`src/rtl/bridge_audio_pkg.sv`:
```
// Register map, field layout and carrier types of the audio config / link status bank
package bridge_audio_pkg;

	// ----------------------------------------------------------------
	// Register offsets
	// ----------------------------------------------------------------
	localparam logic [7:0] AUDIO_CONFIGURATION_ADDR   = 8'h55;
	localparam logic [7:0] LINK_AND_INPUT_STATUS_ADDR = 8'h5a;

	// ----------------------------------------------------------------
	// Audio configuration fields
	// ----------------------------------------------------------------
	localparam int         TDM_CONVERT_BIT       = 7;
	localparam int         HDMI_I2S_OUT_BIT      = 6;
	localparam int         RESET_ON_TYPE_BIT     = 3;
	localparam int         RESET_ON_AIF_BIT      = 2;
	localparam int         RESET_ON_AVI_BIT      = 1;
	localparam int         RESET_ON_ACR_BIT      = 0;
	localparam logic [7:0] AUDIO_CFG_WRITE_MASK  = 8'hcf;
	localparam logic [7:0] AUDIO_CFG_RESET       = 8'h0c;
	localparam logic [1:0] AUDIO_MODE_HDMI_ONLY  = 2'h0;

	// ----------------------------------------------------------------
	// Status fields
	// ----------------------------------------------------------------
	localparam int         LINK_READY_BIT        = 7;
	localparam int         TX_LOCKED_BIT         = 6;
	localparam int         PORT_MODE_HI          = 5;
	localparam int         PORT_MODE_LO          = 4;
	localparam int         STREAM_VALID_BIT      = 3;
	localparam int         PLL_LOCK_BIT          = 2;
	localparam int         NO_CLOCK_BIT          = 1;
	localparam int         FREQ_SETTLED_BIT      = 0;
	localparam logic [7:0] STATUS_RESET          = 8'h00;
	localparam logic [1:0] PORT_MODE_IDLE        = 2'h0;

	// ----------------------------------------------------------------
	// Change watch sources for the audio FIFO reset
	// ----------------------------------------------------------------
	localparam int         WATCH_COUNT           = 4;
	localparam int         WATCH_WIDTH           = 40;
	localparam int         WATCH_TYPE            = 0;
	localparam int         WATCH_AIF             = 1;
	localparam int         WATCH_AVI             = 2;
	localparam int         WATCH_ACR             = 3;

	typedef enum logic [1:0] {
		PORT_DUAL      = 2'h0,
		PORT_SINGLE_0  = 2'h1,
		PORT_SINGLE_1  = 2'h2,
		PORT_REPLICATE = 2'h3
	} port_mode_t;

	// Raw conditions from the link, receiver and frequency detector
	typedef struct packed {
		logic       downlink_ready;
		logic       tx_active;
		logic       remote_locked;
		logic       input_detected;
		logic       mode_settled;
		port_mode_t port_mode;
		logic       input_stream_valid;
		logic       pll_locked;
		logic       clock_present;
		logic       freq_settled_raw;
		logic       freq_settled_pll;
	} link_conditions_t;

	// Values watched for change by the audio FIFO reset logic
	typedef struct packed {
		logic [3:0]  audio_type;
		logic [7:0]  audio_infoframe_sum;
		logic [7:0]  video_infoframe_sum;
		logic [19:0] clock_regen_n;
		logic [19:0] clock_regen_cts;
	} audio_watch_t;

endpackage

```
`src/rtl/bridge_audio_cfg_link_status.sv`:
```
// Audio configuration and link/input status register bank of the bridge
`timescale 1ns/1ps
module bridge_audio_cfg_link_status (
	// Clock and reset
	input  wire logic                                clock,
	input  wire logic                                rst_n,
	// Register access from the serial control bus
	input  wire logic [7:0]                          reg_addr,
	input  wire logic                                reg_write,
	input  wire logic [7:0]                          reg_wdata,
	input  wire logic                                reg_read,
	output logic [7:0]                               reg_rdata,
	output logic                                     reg_rvalid,
	// Controls held elsewhere in the bridge
	input  wire logic                                external_controller_select,
	input  wire logic [1:0]                          audio_mode,
	input  wire logic                                freq_detector_source_select,
	// Observed conditions
	input  wire bridge_audio_pkg::link_conditions_t  conditions,
	input  wire bridge_audio_pkg::audio_watch_t      watch,
	// Audio path controls
	output logic                                     tdm_converter_enable,
	output logic                                     converter_clock_select,
	output logic                                     i2s_output_enable,
	output logic                                     audio_fifo_reset
);
	// ----------------------------------------------------------------
	// Register state
	// ----------------------------------------------------------------
	logic [7:0] audio_configuration;
	logic [7:0] link_and_input_status;
	logic [7:0] next_audio_configuration;
	logic [7:0] next_link_and_input_status;
	logic [7:0] next_reg_rdata;
	logic       next_reg_rvalid;
	logic       next_tdm_converter_enable;
	logic       next_i2s_output_enable;
	logic       next_audio_fifo_reset;
	logic       tx_locked;
	logic       freq_settled;

	logic [bridge_audio_pkg::WATCH_WIDTH-1:0] watch_value [bridge_audio_pkg::WATCH_COUNT];
	logic [bridge_audio_pkg::WATCH_COUNT-1:0] watch_changed;
	logic [bridge_audio_pkg::WATCH_COUNT-1:0] watch_enable;

	// ----------------------------------------------------------------
	// Change watchers
	// ----------------------------------------------------------------
	assign watch_value[bridge_audio_pkg::WATCH_TYPE] = 40'(watch.audio_type);
	assign watch_value[bridge_audio_pkg::WATCH_AIF]  = 40'(watch.audio_infoframe_sum);
	assign watch_value[bridge_audio_pkg::WATCH_AVI]  = 40'(watch.video_infoframe_sum);
	assign watch_value[bridge_audio_pkg::WATCH_ACR]  = {watch.clock_regen_n, watch.clock_regen_cts};

	// type, audio frame, video frame, N/CTS enables
	assign watch_enable[bridge_audio_pkg::WATCH_TYPE] =
		audio_configuration[bridge_audio_pkg::RESET_ON_TYPE_BIT];
	assign watch_enable[bridge_audio_pkg::WATCH_AIF] =
		audio_configuration[bridge_audio_pkg::RESET_ON_AIF_BIT];
	assign watch_enable[bridge_audio_pkg::WATCH_AVI] =
		audio_configuration[bridge_audio_pkg::RESET_ON_AVI_BIT];
	assign watch_enable[bridge_audio_pkg::WATCH_ACR] =
		audio_configuration[bridge_audio_pkg::RESET_ON_ACR_BIT];

	genvar w;
	generate
		for (w = 0; w < bridge_audio_pkg::WATCH_COUNT; w++) begin : g_watch
			value_change_detect #(
				.WIDTH   (bridge_audio_pkg::WATCH_WIDTH)
			) u_detect (
				.clock   (clock),
				.rst_n   (rst_n),
				.value   (watch_value[w]),
				.changed (watch_changed[w])
			);
		end
	endgenerate

	// ----------------------------------------------------------------
	// Next-state logic
	// ----------------------------------------------------------------
	// lock requires valid input and settled mode
	assign tx_locked = conditions.tx_active && conditions.remote_locked &&
		conditions.input_detected && conditions.mode_settled;
	assign freq_settled = freq_detector_source_select ? conditions.freq_settled_pll :
		conditions.freq_settled_raw;

	always_comb begin
		next_audio_configuration = audio_configuration;
		if (reg_write && reg_addr == bridge_audio_pkg::AUDIO_CONFIGURATION_ADDR) begin
			next_audio_configuration = reg_wdata & bridge_audio_pkg::AUDIO_CFG_WRITE_MASK;
		end

		next_link_and_input_status = bridge_audio_pkg::STATUS_RESET;
		next_link_and_input_status[bridge_audio_pkg::LINK_READY_BIT] = conditions.downlink_ready;
		next_link_and_input_status[bridge_audio_pkg::TX_LOCKED_BIT] = tx_locked;
		next_link_and_input_status[bridge_audio_pkg::PORT_MODE_HI:bridge_audio_pkg::PORT_MODE_LO] =
			tx_locked ? conditions.port_mode : bridge_audio_pkg::PORT_MODE_IDLE;
		next_link_and_input_status[bridge_audio_pkg::STREAM_VALID_BIT] =
			conditions.input_stream_valid;
		next_link_and_input_status[bridge_audio_pkg::PLL_LOCK_BIT] = conditions.pll_locked;
		next_link_and_input_status[bridge_audio_pkg::NO_CLOCK_BIT] = !conditions.clock_present;
		next_link_and_input_status[bridge_audio_pkg::FREQ_SETTLED_BIT] = freq_settled;

		// Unmapped addresses read as zero
		next_reg_rvalid = reg_read;
		next_reg_rdata  = reg_rdata;
		if (reg_read) begin
			case (reg_addr)
				bridge_audio_pkg::AUDIO_CONFIGURATION_ADDR: begin
					next_reg_rdata = audio_configuration;
				end
				bridge_audio_pkg::LINK_AND_INPUT_STATUS_ADDR: begin
					next_reg_rdata = link_and_input_status;
				end
				default: begin
					next_reg_rdata = 8'h00;
				end
			endcase
		end

		next_tdm_converter_enable = audio_configuration[bridge_audio_pkg::TDM_CONVERT_BIT];
		// I2S out, only in HDMI-only mode
		next_i2s_output_enable = audio_configuration[bridge_audio_pkg::HDMI_I2S_OUT_BIT] &&
			(audio_mode == bridge_audio_pkg::AUDIO_MODE_HDMI_ONLY);
		next_audio_fifo_reset = !external_controller_select && |(watch_changed & watch_enable);
	end

	// ----------------------------------------------------------------
	// Registers
	// ----------------------------------------------------------------
	always_ff @(posedge clock or negedge rst_n) begin
		if (!rst_n) begin
			audio_configuration    <= bridge_audio_pkg::AUDIO_CFG_RESET;
			link_and_input_status  <= bridge_audio_pkg::STATUS_RESET;
			reg_rdata              <= 8'h00;
			reg_rvalid             <= 1'b0;
			tdm_converter_enable   <= 1'b0;
			converter_clock_select <= 1'b0;
			i2s_output_enable      <= 1'b0;
			audio_fifo_reset       <= 1'b0;
		end else begin
			audio_configuration    <= next_audio_configuration;
			link_and_input_status  <= next_link_and_input_status;
			reg_rdata              <= next_reg_rdata;
			reg_rvalid             <= next_reg_rvalid;
			tdm_converter_enable   <= next_tdm_converter_enable;
			// Audio is clocked from the converter whenever it is on
			converter_clock_select <= next_tdm_converter_enable;
			i2s_output_enable      <= next_i2s_output_enable;
			audio_fifo_reset       <= next_audio_fifo_reset;
		end
	end
endmodule // bridge_audio_cfg_link_status

```
`src/rtl/value_change_detect.sv`:
```
// Flags a change of a watched value once a first sample has been taken
`timescale 1ns/1ps
module value_change_detect #(
	parameter int WIDTH = 8
) (
	// Clock and reset
	input  wire logic             clock,
	input  wire logic             rst_n,
	// Watched value and result
	input  wire logic [WIDTH-1:0] value,
	output logic                  changed
);
	logic [WIDTH-1:0] last;
	logic             primed;
	logic [WIDTH-1:0] next_last;
	logic             next_primed;

	always_comb begin
		next_last   = value;
		next_primed = 1'b1;
	end

	always_ff @(posedge clock or negedge rst_n) begin
		if (!rst_n) begin
			last   <= '0;
			primed <= 1'b0;
		end else begin
			last   <= next_last;
			primed <= next_primed;
		end
	end

	// No compare before the first sample, so reset never looks like a change
	assign changed = primed && (value != last);
endmodule // value_change_detect

```
`config.mk`:
```
export PLATFORM = sky130hd
export DESIGN_NAME = bridge_audio_cfg_link_status
export DESIGN_NICKNAME = d
export VERILOG_FILES = /design/src/rtl/bridge_audio_pkg.sv /design/src/rtl/bridge_audio_cfg_link_status.sv /design/src/rtl/value_change_detect.sv
export SDC_FILE = /design/constraint.sdc
export NUM_CORES = 1
export LEC_CHECK = 0
export BUFFER_PORTS_ARGS = -buffer_cell sky130_fd_sc_hd__buf_2
export CAP_MARGIN = 0
export CORE_UTILIZATION = 63
export DETAILED_ROUTE_END_ITERATION = 8
export PLACE_DENSITY_LB_ADDON = 0.1
export SLEW_MARGIN = 0
export SYNTH_ARGS = -nofsm -noshare
export SYNTH_HDL_FRONTEND = slang
export SYNTH_HIERARCHICAL = 1
export SYNTH_SLANG_ARGS = --single-unit
```
`constraint.sdc`:
```
create_clock -name clock -period 2.4 [get_ports clock]
set_input_delay 0.6 -clock clock [delete_from_list [all_inputs] [get_ports clock]]
set_output_delay 0.6 -clock clock [all_outputs]
set_load 0.005 [all_outputs]
```
## Word-level counts from Yosys, hierarchy flattened

Cells that the tools add are included.

| cells by class | value |
|---|---|
| equality and inequality tests | 6 |
| bitwise gates (word level) | 1 |
| mux-type cells | 3 |
| reductions and logical operators | 14 |

Operators with widths:

| operator | count |
|---|---|
| $ne A40 B40 Y1 | 1 |
| $eq A8 B7 Y1 const B | 2 |
| $ne A8 B8 Y1 | 2 |
| $pmux W8 S2 | 1 |
| $logic_and A1 B1 Y1 | 10 |
| $and A4 B4 Y4 | 1 |
| $ne A4 B4 Y1 | 1 |
| $reduce_or A4 Y1 | 1 |
| $logic_not A1 Y1 | 2 |
| $logic_not A2 Y1 | 1 |
| $mux W2 | 1 |
| $mux W1 | 1 |

| storage, ports and cells | value |
|---|---|
| bits of input ports | 96 |
| flip-flop bits (word level) | 87 |
| output and inout port bits | 13 |

## Depth between registers and ports, before layout

Gate-level depths: netlist (run 1).

| depth | value |
|---|---|
| depth after elaboration | 5 |
| depth in mapped cells | 6 |
| gate-level depth less buffers | 6 |

## By module

Netlist (run 1), hierarchy kept.

By module, submodules not included:

| module | instances | area each (µm²) | sequential area each (µm²) | cells each |
|---|---|---|---|---|
| value_change_detect | 4 | 1466.4 | 1026.0 | 95 |
| bridge_audio_cfg_link_status | 1 | 1029.7 | 653.1 | 76 |

## Least setup slack after synthesis (run 1)

OpenSTA, ideal clock, no wires.

| timing | value |
|---|---|
| path kind | input port to flip-flop |
| start point | in watch[31] (netlist bit) |
| end point | reg audio_fifo_reset |
| data arrival time | 1657 ps |
| stages on the path | 6 |
| buffers on the path | 0 |
| setup slack | 616 ps |
| setup time | 127 ps |
| cells stage by stage | xor2_1 > nor4_1 > nand4_1 > o41a_1 > a22oi_1 > a21oi_1 |

| between the ends | value |
|---|---|
| longest elaborated chain between the ends | 5 |

RTL lines:

| what | RTL line | source |
|---|---|---|
| from (decl) | bridge_audio_cfg_link_status.sv:20 | `input wire bridge_audio_pkg::audio_watch_t watch,` |
| $ne A40 B40 Y1 | value_change_detect.sv:34 | `assign changed = primed && (value != last);` |
| $logic_and A1 B1 Y1 | value_change_detect.sv:34 |  |
| net watch_changed, one bit | bridge_audio_cfg_link_status.sv:43 | `logic [bridge_audio_pkg::WATCH_COUNT-1:0] watch_changed;` |
| $and A4 B4 Y4 | bridge_audio_cfg_link_status.sv:125 | `next_audio_fifo_reset = !external_controller_select && \|(watch_changed & watch_enable);` |
| $reduce_or A4 Y1 | bridge_audio_cfg_link_status.sv:125 |  |
| $logic_and A1 B1 Y1 | bridge_audio_cfg_link_status.sv:125 |  |
| net next_audio_fifo_reset | bridge_audio_cfg_link_status.sv:38 | `logic next_audio_fifo_reset;` |
| to (signal assigned) | bridge_audio_cfg_link_status.sv:150 | `audio_fifo_reset <= next_audio_fifo_reset;` |
| to (decl) | bridge_audio_cfg_link_status.sv:25 | `output logic audio_fifo_reset` |

The timed path passes the listed nets, and every way through them passes these cells.
A chain may end at the register's enable or synchronous reset.

==> summary.md, run 1 <==
| Metric | Value |
|---|---|
| Status | `complete, no violations` |
| Setup_tns | `0 ns` |
| Antenna viol nets, final | `0` |
| Largest cells by area after synthesis | `dfrtp_1 68%, xor2_1 16%, xnor2_1 4.1%, nor4_1 2.9%, nand4_1 1.5%` |
| Post-synthesis simple-gate area fraction | `5.752%` |
| Leading cell type in the layout, fill and taps excluded | `conb_1` |
| Initial DRC Count | `118` |
| Routed length per instance | `13.54 µm` |
| Start of the worst register-to-register path | `g_watch[2].u_detect/last[17]$_DFF_PN0_` |
| Num CTS Buffers | `17` |
| CTS resizes | `0` |
| Worst EP arrival | `2.45 ns` |
| Initial antenna violation count | `1` |
| Crit path time final | `2.043 ns` |
| Pin count of the biggest net entering global routing | `67` |
| Row cnt | `37` |
| First-pass GRT wire length | `20.64 mm` |
| Die width | `106.6 µm` |
| CP Capture Type | `flip-flop` |
| # DRC | `0` |
| Placed insts | `897` |
| CP required | `2.80 ns` |
| Dpl ws | `0.1066 ns` |
| Register-to-register setup slack | `0.36 ns` |
| Via count | `4138` |
| Yosys top cell by area | `dfrtp_1` |
| I/O pin cnt | `109` |
| Post-Syn Area per Cell | `15.12 µm²` |
| Worst Hold Class | `in2async` |
| Port bufs | `106` |
| Max Clock Freq | `489.5 MHz` |
| Nets | `876` |
| CTS hold repair buffers | `0` |
| Final Hold Viols | `0` |
| Most frequent cells in the layout | `204 x conb_1, 188 x dfrtp_1, 128 x xor2_1, 105 x buf_2` |
| Rel. slew slack | `66.04%` |
| Static Leak | `4.390 nW` |
| Least-Margin Pin Slew | `0.5093 ns` |
| Initial Util | `65.91%` |
| Gpl congestion | `0.7258` |
| Router iterations before antenna repair | `4` |
| RR Endpoint | `audio_fifo_reset$_DFF_PN0_` |
| CTS max path bufs | `2` |
| Core area | `0.01046 mm²` |
| Clock sinks | `190` |
| Finished Cell Area | `0.008915 mm²` |
| Placement Cell Area | `0.008378 mm²` |
| XOR/XNOR share of the synthesized area | `20.32%` |
| Final Max Slew Viols | `0` |
| Cell Pwr Density | `721.4 mW/mm²` |
| Crit path cell chain | `xor2_1, nor4_1, nand4_1, o41a_1, a22oi_1, a21oi_1` |
| Gr ovfl total | `0` |
| Seq cells post-synth | `190` |
| CP Launch Type | `flip-flop` |
| Critical path's slowest cell | `o41a_1` |
| Final clock period utilization by the worst path | `85.13%` |
| RSZ-0062 raised after global routing | `no` |
| Crit-path max cell delay | `0.42 ns` |
| Worst reg2reg path depth | `6` |
| Yosys top cell area share | `68.23%` |
| Layout area overhead | `29.29%` |
| CP Max Fanout | `1` |
| Final WL | `12.58 mm` |
| CP delay by family, top | `compound AO/OA/AOI/OAI gates` |
| Share of layout cells above drive strength 1 | `18.94%` |
| Main combinational cell family by area after synthesis | `XOR/XNOR gates` |
| Final setup fails | `0` |
| Synthesized area | `0.006895 mm²` |
| Worst skew pair latency | `0.53 ns` |
| Post-synthesis mux area share | `1.470%` |
| Worst Hold Slack | `0.01512 ns` |
| Crit Path Class | `reg2reg` |
| # fillers | `571` |
| Post-synthesis compound-gate area fraction | `2.323%` |
| Number of global-route vias before repair | `4710` |
| H-tree lvl count | `4` |
| Worst path buffer plus inverter count | `0` |
| Sequential share of the synthesized area | `68.99%` |
| Adder-cell share of the synthesized area | `0%` |
| Worst VDD drop | `0.0006551 V` |
| Root buffer cell | `clkbuf_8` |
| Die Area | `0.01137 mm²` |
| Post-Route Skew | `0.009644 ns` |
| Final std cells w/o fill | `929` |
| MaxCap Viol Count | `0` |
| Drt via density | `4.454` |
| HPWL Detailed | `8.770 mm` |
| Final setup margin | `0.3569 ns` |
| Yosys cell types | `25` |
| Cell count after synthesis | `456` |
| Die Y-Extent | `106.6 µm` |
| CTS tree | `done` |
| Synth warn | `6` |
| GR Util All Layers | `25.21%` |
| Postcts setup bufs | `0` |
| Clock-pin transition on the worst setup and hold timing paths | `0.06 ns` |
-- layout make-up --
type	count	area [µm²]	share of cell area, %
flip-flops and latches	190	4757	53.36
clock buffers	23	476.7	5.347
well taps	136	170.2	1.909
repair buffers	110	591.8	6.639
multi-input cells	452	2825	31.69
diodes	1	2.502	0.02807
clock inverters	8	57.56	0.6456
inverters	9	33.78	0.3789
-- logic make-up (layout without fill, tap and decap cells) --
kind of cell	count (synthesis)	count (layout)
flops	190	190
buf+inv	13	150
other cells	5	205
mux	7	7
simple gates	60	60
xor+xnor	160	160
compound gates	21	21
-- cells in the mapped netlist --
| cell type | count |
|---|---|
| a22oi_1 | 8 |
| nor3b_1 | 1 |
| xnor2_1 | 32 |
| o22ai_1 | 8 |
| and4bb_2 | 1 |
| xor2_1 | 128 |
| and4bb_1 | 1 |
| buf_6 | 1 |
| nor4bb_1 | 1 |
| and2_1 | 2 |
| dfstp_2 | 2 |
| clkbuf_1 | 2 |
| nand4_1 | 16 |
| conb_1 | 5 |
| nor4_1 | 32 |
| and4_1 | 1 |
| dfrtp_1 | 188 |
| nand3_4 | 1 |
| mux2_2 | 1 |
| mux2_4 | 6 |
| a21oi_1 | 1 |
| buf_4 | 1 |
| o41a_1 | 4 |
| inv_1 | 9 |
| nand2_1 | 4 |
-- sequential cells by signal (all words and copies together) (netlist names) --
register	flops
g_watch.u_detect/last	160
reg_rvalid	1
i2s_output_enable	1
audio_configuration	6
reg_rdata	8
audio_fifo_reset	1
converter_clock_select	1
g_watch.u_detect/primed	4
link_and_input_status	8
-- report_power, final --
part	switching (mW)	total, mW	internal [mW]
Combinational	0.275	0.493	0.218
Clock	1.12	2.51	1.38
Sequential	0.0736	3.43	3.36
-- stage by stage --
stage          power, mW  utilization (%)
3_3_place_gp       3.932            80.08
2_1_floorplan      3.743                -
4_1_cts            6.491            85.18
6_report           6.431            85.21
5_1_grt            6.674            85.18
3_5_place_dp       3.969            80.08
-- worst max-delay path by stage --
stage | start | endpoint | slack [ns] | depth (start not counted)
finish | g_watch[2].u_detect/last[17]$_DFF_PN0_ | audio_fifo_reset$_DFF_PN0_ | 0.36 | 6
floorplan | watch[31] | audio_fifo_reset$_DFF_PN0_ | 0.62 | 6
global placement | watch[41] | audio_fifo_reset$_DFF_PN0_ | 0.14 | 7
global route | g_watch[2].u_detect/last[28]$_DFF_PN0_ | audio_fifo_reset$_DFF_PN0_ | 0.22 | 6
detailed placement | watch[45] | audio_fifo_reset$_DFF_PN0_ | 0.11 | 7
CTS | g_watch[2].u_detect/last[17]$_DFF_PN0_ | audio_fifo_reset$_DFF_PN0_ | 0.35 | 6
-- layer usage --
layer	wire (µm)	vias up	part of all wire, %	GRT usage, %
met4	368	2	2.9	12.04
met1	4346	2020	35	24.36
li1	-	1978	-	-
met2	7166	108	57	47.47
met3	689	30	5.5	8.450
met5	10	-	0.079	0
No activity file was read; power rests on OpenSTA's default activity.
==> run 2, diff against run 1 <==
--- a/config.mk
+++ b/config.mk
@@ -7,7 +7,7 @@
 export LEC_CHECK = 0
 export BUFFER_PORTS_ARGS = -buffer_cell sky130_fd_sc_hd__buf_2
 export CAP_MARGIN = 0
-export CORE_UTILIZATION = 63
+export CORE_UTILIZATION = 58
 export DETAILED_ROUTE_END_ITERATION = 8
 export PLACE_DENSITY_LB_ADDON = 0.1
 export SLEW_MARGIN = 0
==> constraint.sdc (replaced) <==
create_clock -name clock -period 2.1 [get_ports clock]
set_input_delay 0.525 -clock clock [delete_from_list [all_inputs] [get_ports clock]]
set_output_delay 0.525 -clock clock [all_outputs]
set_load 0.005 [all_outputs]
==> run 2 against run 1 <==
The run now ends with DRC left. Register-to-register slack got worse by 0.18 ns. Sequential power increased by 14%. Utilization decreased by 6.0 points. Critical path depth unchanged. Sequential cell count unchanged. Final cell count increased by 0.97%. Non-clock buffer count increased by 1. First-iteration DRC count increased by 37%. Worst setup slack got worse by 0.18 ns. Global-route usage decreased by 4.5 points. Die area increased by 8.5%. Critical path type unchanged.
==> summary.md, run 2 (synthesized netlist as in run 1, its figures left out) <==
| Metric | Value |
|---|---|
| Drt via density | `4.260` |
| Worst Hold Class | `in2async` |
| First-pass GRT wire length | `19.03 mm` |
| Initial antenna violation count | `1` |
| Via count | `3996` |
| Root buffer cell | `clkbuf_16` |
| Routed length per instance | `11.91 µm` |
| Clock sinks | `190` |
| Worst Setup SP | `g_watch[2].u_detect/last[32]$_DFF_PN0_` |
| CTS max path bufs | `2` |
| HPWL Detailed | `8.041 mm` |
| Wire length on met2 | `6.058 mm` |
| Share of layout cells above drive strength 1 | `19.40%` |
| Cell Pwr Density | `896.4 mW/mm²` |
| Worst VDD drop | `0.001077 V` |
| M1 WL | `4.298 mm` |
| Nets | `877` |
| Final Hold Viols | `0` |
| MaxCap Viol Count | `0` |
| Placement Cell Area | `0.008407 mm²` |
| Num CTS Buffers | `17` |
| Postcts setup bufs | `0` |
| Final setup fails | `0` |
| CTS tree | `done` |
| Number of global-route vias before repair | `4339` |
| RSZ-0062 raised after global routing | `no` |
| CP Launch Type | `flip-flop` |
| Finished Cell Area | `0.009120 mm²` |
| Failing checks | `DRC` |
| Leading cell type in the layout, fill and taps excluded | `conb_1` |
| Max layer used | `met4` |
| CP Capture Type | `flip-flop` |
| Pin count of the biggest net entering global routing | `65` |
| Post-Route Skew | `0.006174 ns` |
| Finished Core Util | `79.19%` |
| Start of the worst register-to-register path | `g_watch[2].u_detect/last[32]$_DFF_PN0_` |
| Largest registers | `g_watch.u_detect/last x160, link_and_input_status x8, reg_rdata x8` |
| Largest Register | `g_watch.u_detect/last` |
| Initial DRC Count | `162` |
| Final WL | `11.17 mm` |
| Max reg flops | `160` |
| Router iterations before antenna repair | `6` |
| Most frequent cells in the layout | `204 x conb_1, 188 x dfrtp_1, 128 x xor2_1, 105 x buf_2, 32 x xnor2_1` |
| Initial Util | `59.88%` |
| Core area | `0.01152 mm²` |
| Clock-pin transition on the worst setup and hold timing paths | `0.06 ns` |
| Layout area overhead | `32.26%` |
| Row cnt | `39` |
| Max Clock Freq | `520.7 MHz` |
| # DRC | `2` |
| Antenna viol nets, final | `0` |
| Die Y-Extent | `111.0 µm` |
| Gr ovfl total | `0` |
| GR Util All Layers | `20.73%` |
| Die Area | `0.01233 mm²` |
| Static Leak | `4.483 nW` |
| Worst EP arrival | `2.22 ns` |
| Port bufs | `106` |
| Gpl congestion | `0.7960` |
| CP Max Fanout | `1` |
| I/O pin cnt | `109` |
| Met3 wire len | `605 µm` |
| Crit path time final | `1.920 ns` |
| Final clock period utilization by the worst path | `91.45%` |
| Status | `finished with violations` |
| Die width | `111.0 µm` |
| CP required | `2.40 ns` |
| Worst skew pair latency | `0.42 ns` |
| H-tree lvl count | `4` |
| Crit Path Class | `reg2reg` |
| Final Max Slew Viols | `0` |
## run 2: critical path: stages (launching register included)
cell     delay [ns]
dfrtp_1        0.38
xor2_1         0.17
nor4_1         0.31
nand4_1        0.17
o41a_1         0.43
a22oi_1        0.25
a21oi_1        0.10
## run 2: worst paths after layout
| kind | cells past startpoint | end | slack (ns) |
|---|---|---|---|
| max | 6 | audio_fifo_reset$_DFF_PN0_ | 0.18 |
| min | 1 | g_watch[0].u_detect/last[11]$_DFF_PN0_ | 0.05 |
| max reg2reg | 6 | audio_fifo_reset$_DFF_PN0_ | 0.18 |
| min reg2reg | 0 | converter_clock_select$_DFF_PN0_ | 0.42 |
| max in group asynchronous | 2 | g_watch[3].u_detect/last[34]$_DFF_PN0_ | 1.37 |
| min in group clock | 1 | link_and_input_status[7]$_DFF_PN0_ | 0.21 |
## run 2: power breakdown
| group | switching, mW | internal, mW | leakage, nW | total, mW |
|---|---|---|---|---|
| Combinational | 0.302 | 0.253 | 1.88 | 0.554 |
| Clock | 1.26 | 2.44 | 0.347 | 3.70 |
| Sequential | 0.0800 | 3.84 | 2.25 | 3.92 |
| Total | 1.64 | 6.54 | 4.48 | 8.17 |
## run 2: cell type report
cell class,instances,area (µm²)
Sequential cell,190,4757
Fill cell,710,2396
Inverter,9,33.78
Clock buffer,21,470.5
Clock inverter,11,234.0
Timing Repair Buffer,111,611.8
Tap cell,143,178.9
Multi-Input combinational cell,452,2831
Antenna cell,1,2.502
## run 2: stage by stage
| stage | std cells | setup slack [ns] | hold slack, ns | setup TNS, ns | power, mW |
|---|---|---|---|---|---|
| 2_1_floorplan | 655 | 0.3912 | 0.2294 | 0 | 4.278 |
| 3_3_place_gp | 905 | -0.005769 | 0.3957 | -0.005769 | 4.499 |
| 3_5_place_dp | 905 | -0.1013 | 0.4104 | -0.1013 | 4.535 |
| 4_1_cts | 937 | 0.1158 | 0.05419 | 0 | 8.265 |
| 5_1_grt | 938 | 0.01904 | 0.06417 | 0 | 8.509 |
| 6_report | 938 | 0.1796 | 0.05258 | 0 | 8.175 |
## run 2: timing repair
item	CTS	global route
setup endpoints to repair	0	1
endpoints found under the hold margin	0	0
resized for setup	0	1
hold buffers	0	0
## run 2: layer usage
layer | global-route usage, % | vias up
met4 | 7.387 | 0
met1 | 22.74 | 1913
met5 | 0 | -
met3 | 7.381 | 12
met2 | 37.11 | 92
li1 | - | 1979
==> run 3, diff against run 2 <==
--- a/config.mk
+++ b/config.mk
@@ -5,9 +5,10 @@
 export SDC_FILE = /design/constraint.sdc
 export NUM_CORES = 1
 export LEC_CHECK = 0
+export ABC_AREA = 1
 export BUFFER_PORTS_ARGS = -buffer_cell sky130_fd_sc_hd__buf_2
 export CAP_MARGIN = 0
-export CORE_UTILIZATION = 58
+export CORE_UTILIZATION = 60
 export DETAILED_ROUTE_END_ITERATION = 8
 export PLACE_DENSITY_LB_ADDON = 0.1
 export SLEW_MARGIN = 0
==> run 3 against run 2 <==
The flow now finishes without violations. Clock skew is 0.0027 ns higher. Die area is 13% higher. Final cell count is 62% higher. Non-clock buffer count is 1 higher. Critical path depth is 4 higher. Sequential cell count stayed put. Largest cell class unchanged. Worst hold slack better by 0.0019 ns. Highest routed layer unchanged. Global-route usage is 0.72 points higher.
==> summary.md, run 3 <==
| Metric | Value |
|---|---|
| Top-count cell post-synth | `nand2_1` |
| Via count | `6020` |
| Seq cells post-synth | `190` |
| Crit-path max cell delay | `0.38 ns` |
| CP Launch Type | `flip-flop` |
| Max reg flops | `160` |
| Number of global-route vias before repair | `5986` |
| Dpl ws | `0.3873 ns` |
| Layout area overhead | `29.13%` |
| CP delay by family, top | `simple AND/OR/NAND/NOR gates` |
| GR Util All Layers | `21.45%` |
| Largest registers | `g_watch.u_detect/last x160, link_and_input_status x8, reg_rdata x8` |
| Initial Util | `62.65%` |
| Placement Cell Area | `0.009813 mm²` |
| Largest cells by area after synthesis | `dfrtp_1 58%, nand2_1 15%, inv_1 8.1%, nor2_1 7.7%, xor2_1 7.4%` |
| Most frequent cells in the layout | `312 x nand2_1, 257 x conb_1, 188 x dfrtp_1, 173 x inv_1, 166 x nor2_1` |
| Antenna viol nets, final | `0` |
| HPWL Detailed | `9.854 mm` |
| Die Area | `0.01391 mm²` |
| CTS hold repair buffers | `0` |
| CP required | `2.38 ns` |
| Largest Register | `g_watch.u_detect/last` |
| Async set-or-reset flop fraction in the synthesized netlist | `100.0%` |
| Critical path's slowest cell | `dfrtp_1` |
| MaxCap Viol Count | `0` |
| Worst skew pair latency | `0.42 ns` |
| Final Max Slew Viols | `0` |
| Drt via density | `3.971` |
| Final WL | `13.29 mm` |
| Cell count after synthesis | `952` |
| Die Y-Extent | `118.0 µm` |
| CTS resizes | `0` |
| Gpl congestion | `0.7396` |
| Port bufs | `106` |
| Synth cell count leaders | `312 x nand2_1, 188 x dfrtp_1, 173 x inv_1, 166 x nor2_1, 68 x xor2_1` |
| Max Clock Freq | `678.0 MHz` |
| Yosys top cell area share | `58.32%` |
| Status | `complete, no violations` |
| Placed insts | `1485` |
| # DRC | `0` |
| Num CTS Buffers | `17` |
| Core area | `0.01288 mm²` |
| Final setup margin | `0.6250 ns` |
| Postcts setup bufs | `0` |
| Crit Path Class | `reg2reg` |
| CP Max Fanout | `2` |
| Worst VDD drop | `0.0006933 V` |
| Worst EP arrival | `1.75 ns` |
| Most frequent CP cell | `nor2_1` |
| CTS tree | `done` |
| First-pass GRT wire length | `23.69 mm` |
| Final setup fails | `0` |
| Post-Route Skew | `0.008890 ns` |
| Share of layout cells above drive strength 1 | `11.46%` |
| Initial antenna violation count | `0` |
| Cell Pwr Density | `748.1 mW/mm²` |
| H-tree lvl count | `4` |
| Final clock period utilization by the worst path | `70.24%` |
| Top_reg_cell synth | `dfrtp_1` |
| CTS max path bufs | `2` |
| Critical path depth | `10` |
| Worst path buffer plus inverter count | `0` |
| Finished Cell Area | `0.01042 mm²` |
| Initial DRC Count | `293` |
| Crit path time final | `1.475 ns` |
| Number of synthesized flops with an enable pin | `0` |
| Post-Syn Area per Cell | `8.473 µm²` |
| Yosys top cell by area | `dfrtp_1` |
| I/O pin cnt | `109` |
| Ant. Diodes | `0` |
| Routed length per instance | `8.769 µm` |
| Yosys cell types | `23` |
| Die width | `118.0 µm` |
| Pin count of the biggest net entering global routing | `52` |
| Static Leak | `6.113 nW` |
| Row cnt | `41` |
| Worst Hold Slack | `0.05449 ns` |
| Nets | `1428` |
| Worst reg2reg path depth | `10` |
| Clock-pin transition on the worst setup and hold timing paths | `0.06 ns` |
| Clock sinks | `190` |
| Worst Hold Class | `in2async` |
| Synthesized area | `0.008066 mm²` |
| RSZ-0062 raised after global routing | `no` |
| Synth warn | `6` |
| Final Hold Viols | `0` |
| Gr ovfl total | `0` |
| Crit path cell chain | `nor2_1, nor2_1, nor2_1, nand2_1, nor2_1, nand3_1, nor2_1, nor2_1, nand2_1, a41oi_1` |
| Sequential share of the synthesized area | `58.97%` |
| Setup_tns | `0 ns` |
| Router iterations before antenna repair | `4` |
| CP Capture Type | `flip-flop` |
| Final std cells w/o fill | `1516` |
| Leading cell type in the layout, fill and taps excluded | `nand2_1` |
| Root buffer cell | `clkbuf_16` |
[run 3: cell types whose count changed in the layout (fill, tap and decap cells not counted), sizes merged, moves of 6 or more]
cell / before / now
nand4: 16 / 1
a22oi: 8 / 0
nor2: 0 / 170
o22ai: 8 / 0
nand3: 1 / 16
o21ai: 0 / 8
conb: 204 / 257
xnor2: 32 / 0
mux2: 7 / 1
nand2: 4 / 315
xor2: 128 / 68
inv: 9 / 173
nor4: 32 / 0
[run 3: logic make-up (layout without fill, tap and decap cells)]
kind of cell	after synthesis	after routing	share of synthesized area [%]
other	5	257	0.2327
multiplexers	1	1	0.1396
flip-flops	190	190	58.97
AND/OR/NAND/NOR	503	503	24.27
XOR/XNOR	68	68	7.383
buffers and inverters	176	316	8.345
AO/OA/AOI/OAI	9	9	0.6515
[run 3: final timing paths]
path                                                   startpoint                                      to  slack, ns
hold / removal                                              rst_n  g_watch[1].u_detect/last[20]$_DFF_PN0_       0.05
setup reg to reg           g_watch[3].u_detect/last[13]$_DFF_PN0_              audio_fifo_reset$_DFF_PN0_       0.62
hold reg to reg                audio_configuration[7]$_DFFE_PN0P_        converter_clock_select$_DFF_PN0_       0.42
max in group asynchronous                                   rst_n      audio_configuration[3]$_DFFE_PN1P_       1.41
setup / recovery           g_watch[3].u_detect/last[13]$_DFF_PN0_              audio_fifo_reset$_DFF_PN0_       0.62
min in group clock                                  conditions[4]      link_and_input_status[3]$_DFF_PN0_       0.21
[run 3: metal layers]
layer,wire (µm),up-vias,track usage [%]
met4,116,0,5.689
li1,-,3246,-
met2,7437,70,41.18
met3,381,9,5.669
met1,5358,2695,22.93
met5,0,-,0
[run 3: per-stage QoR]
stage | total power, mW | util (%)
floorplan | 4.392 | -
global placement | 4.630 | 76.21
detailed placement | 4.665 | 76.21
CTS | 7.861 | 80.90
global route | 8.168 | 80.90
finish | 7.792 | 80.90
[run 3: cell type report]
cell class	count	area (µm²)
Timing Repair Buffer	112	609.3
Clock inverter	9	108.9
Sequential cell	190	4757
Clock buffer	22	494.2
Inverter	173	649.4
Fill cell	845	2460
Tap cell	172	215.2
Multi-Input combinational cell	838	3582
[run 3: power by group]
part           switching (mW)  internal (mW)
combinational           0.418          0.270
clock                    1.28           1.91
sequential             0.0834           3.84
total                    1.78           6.02
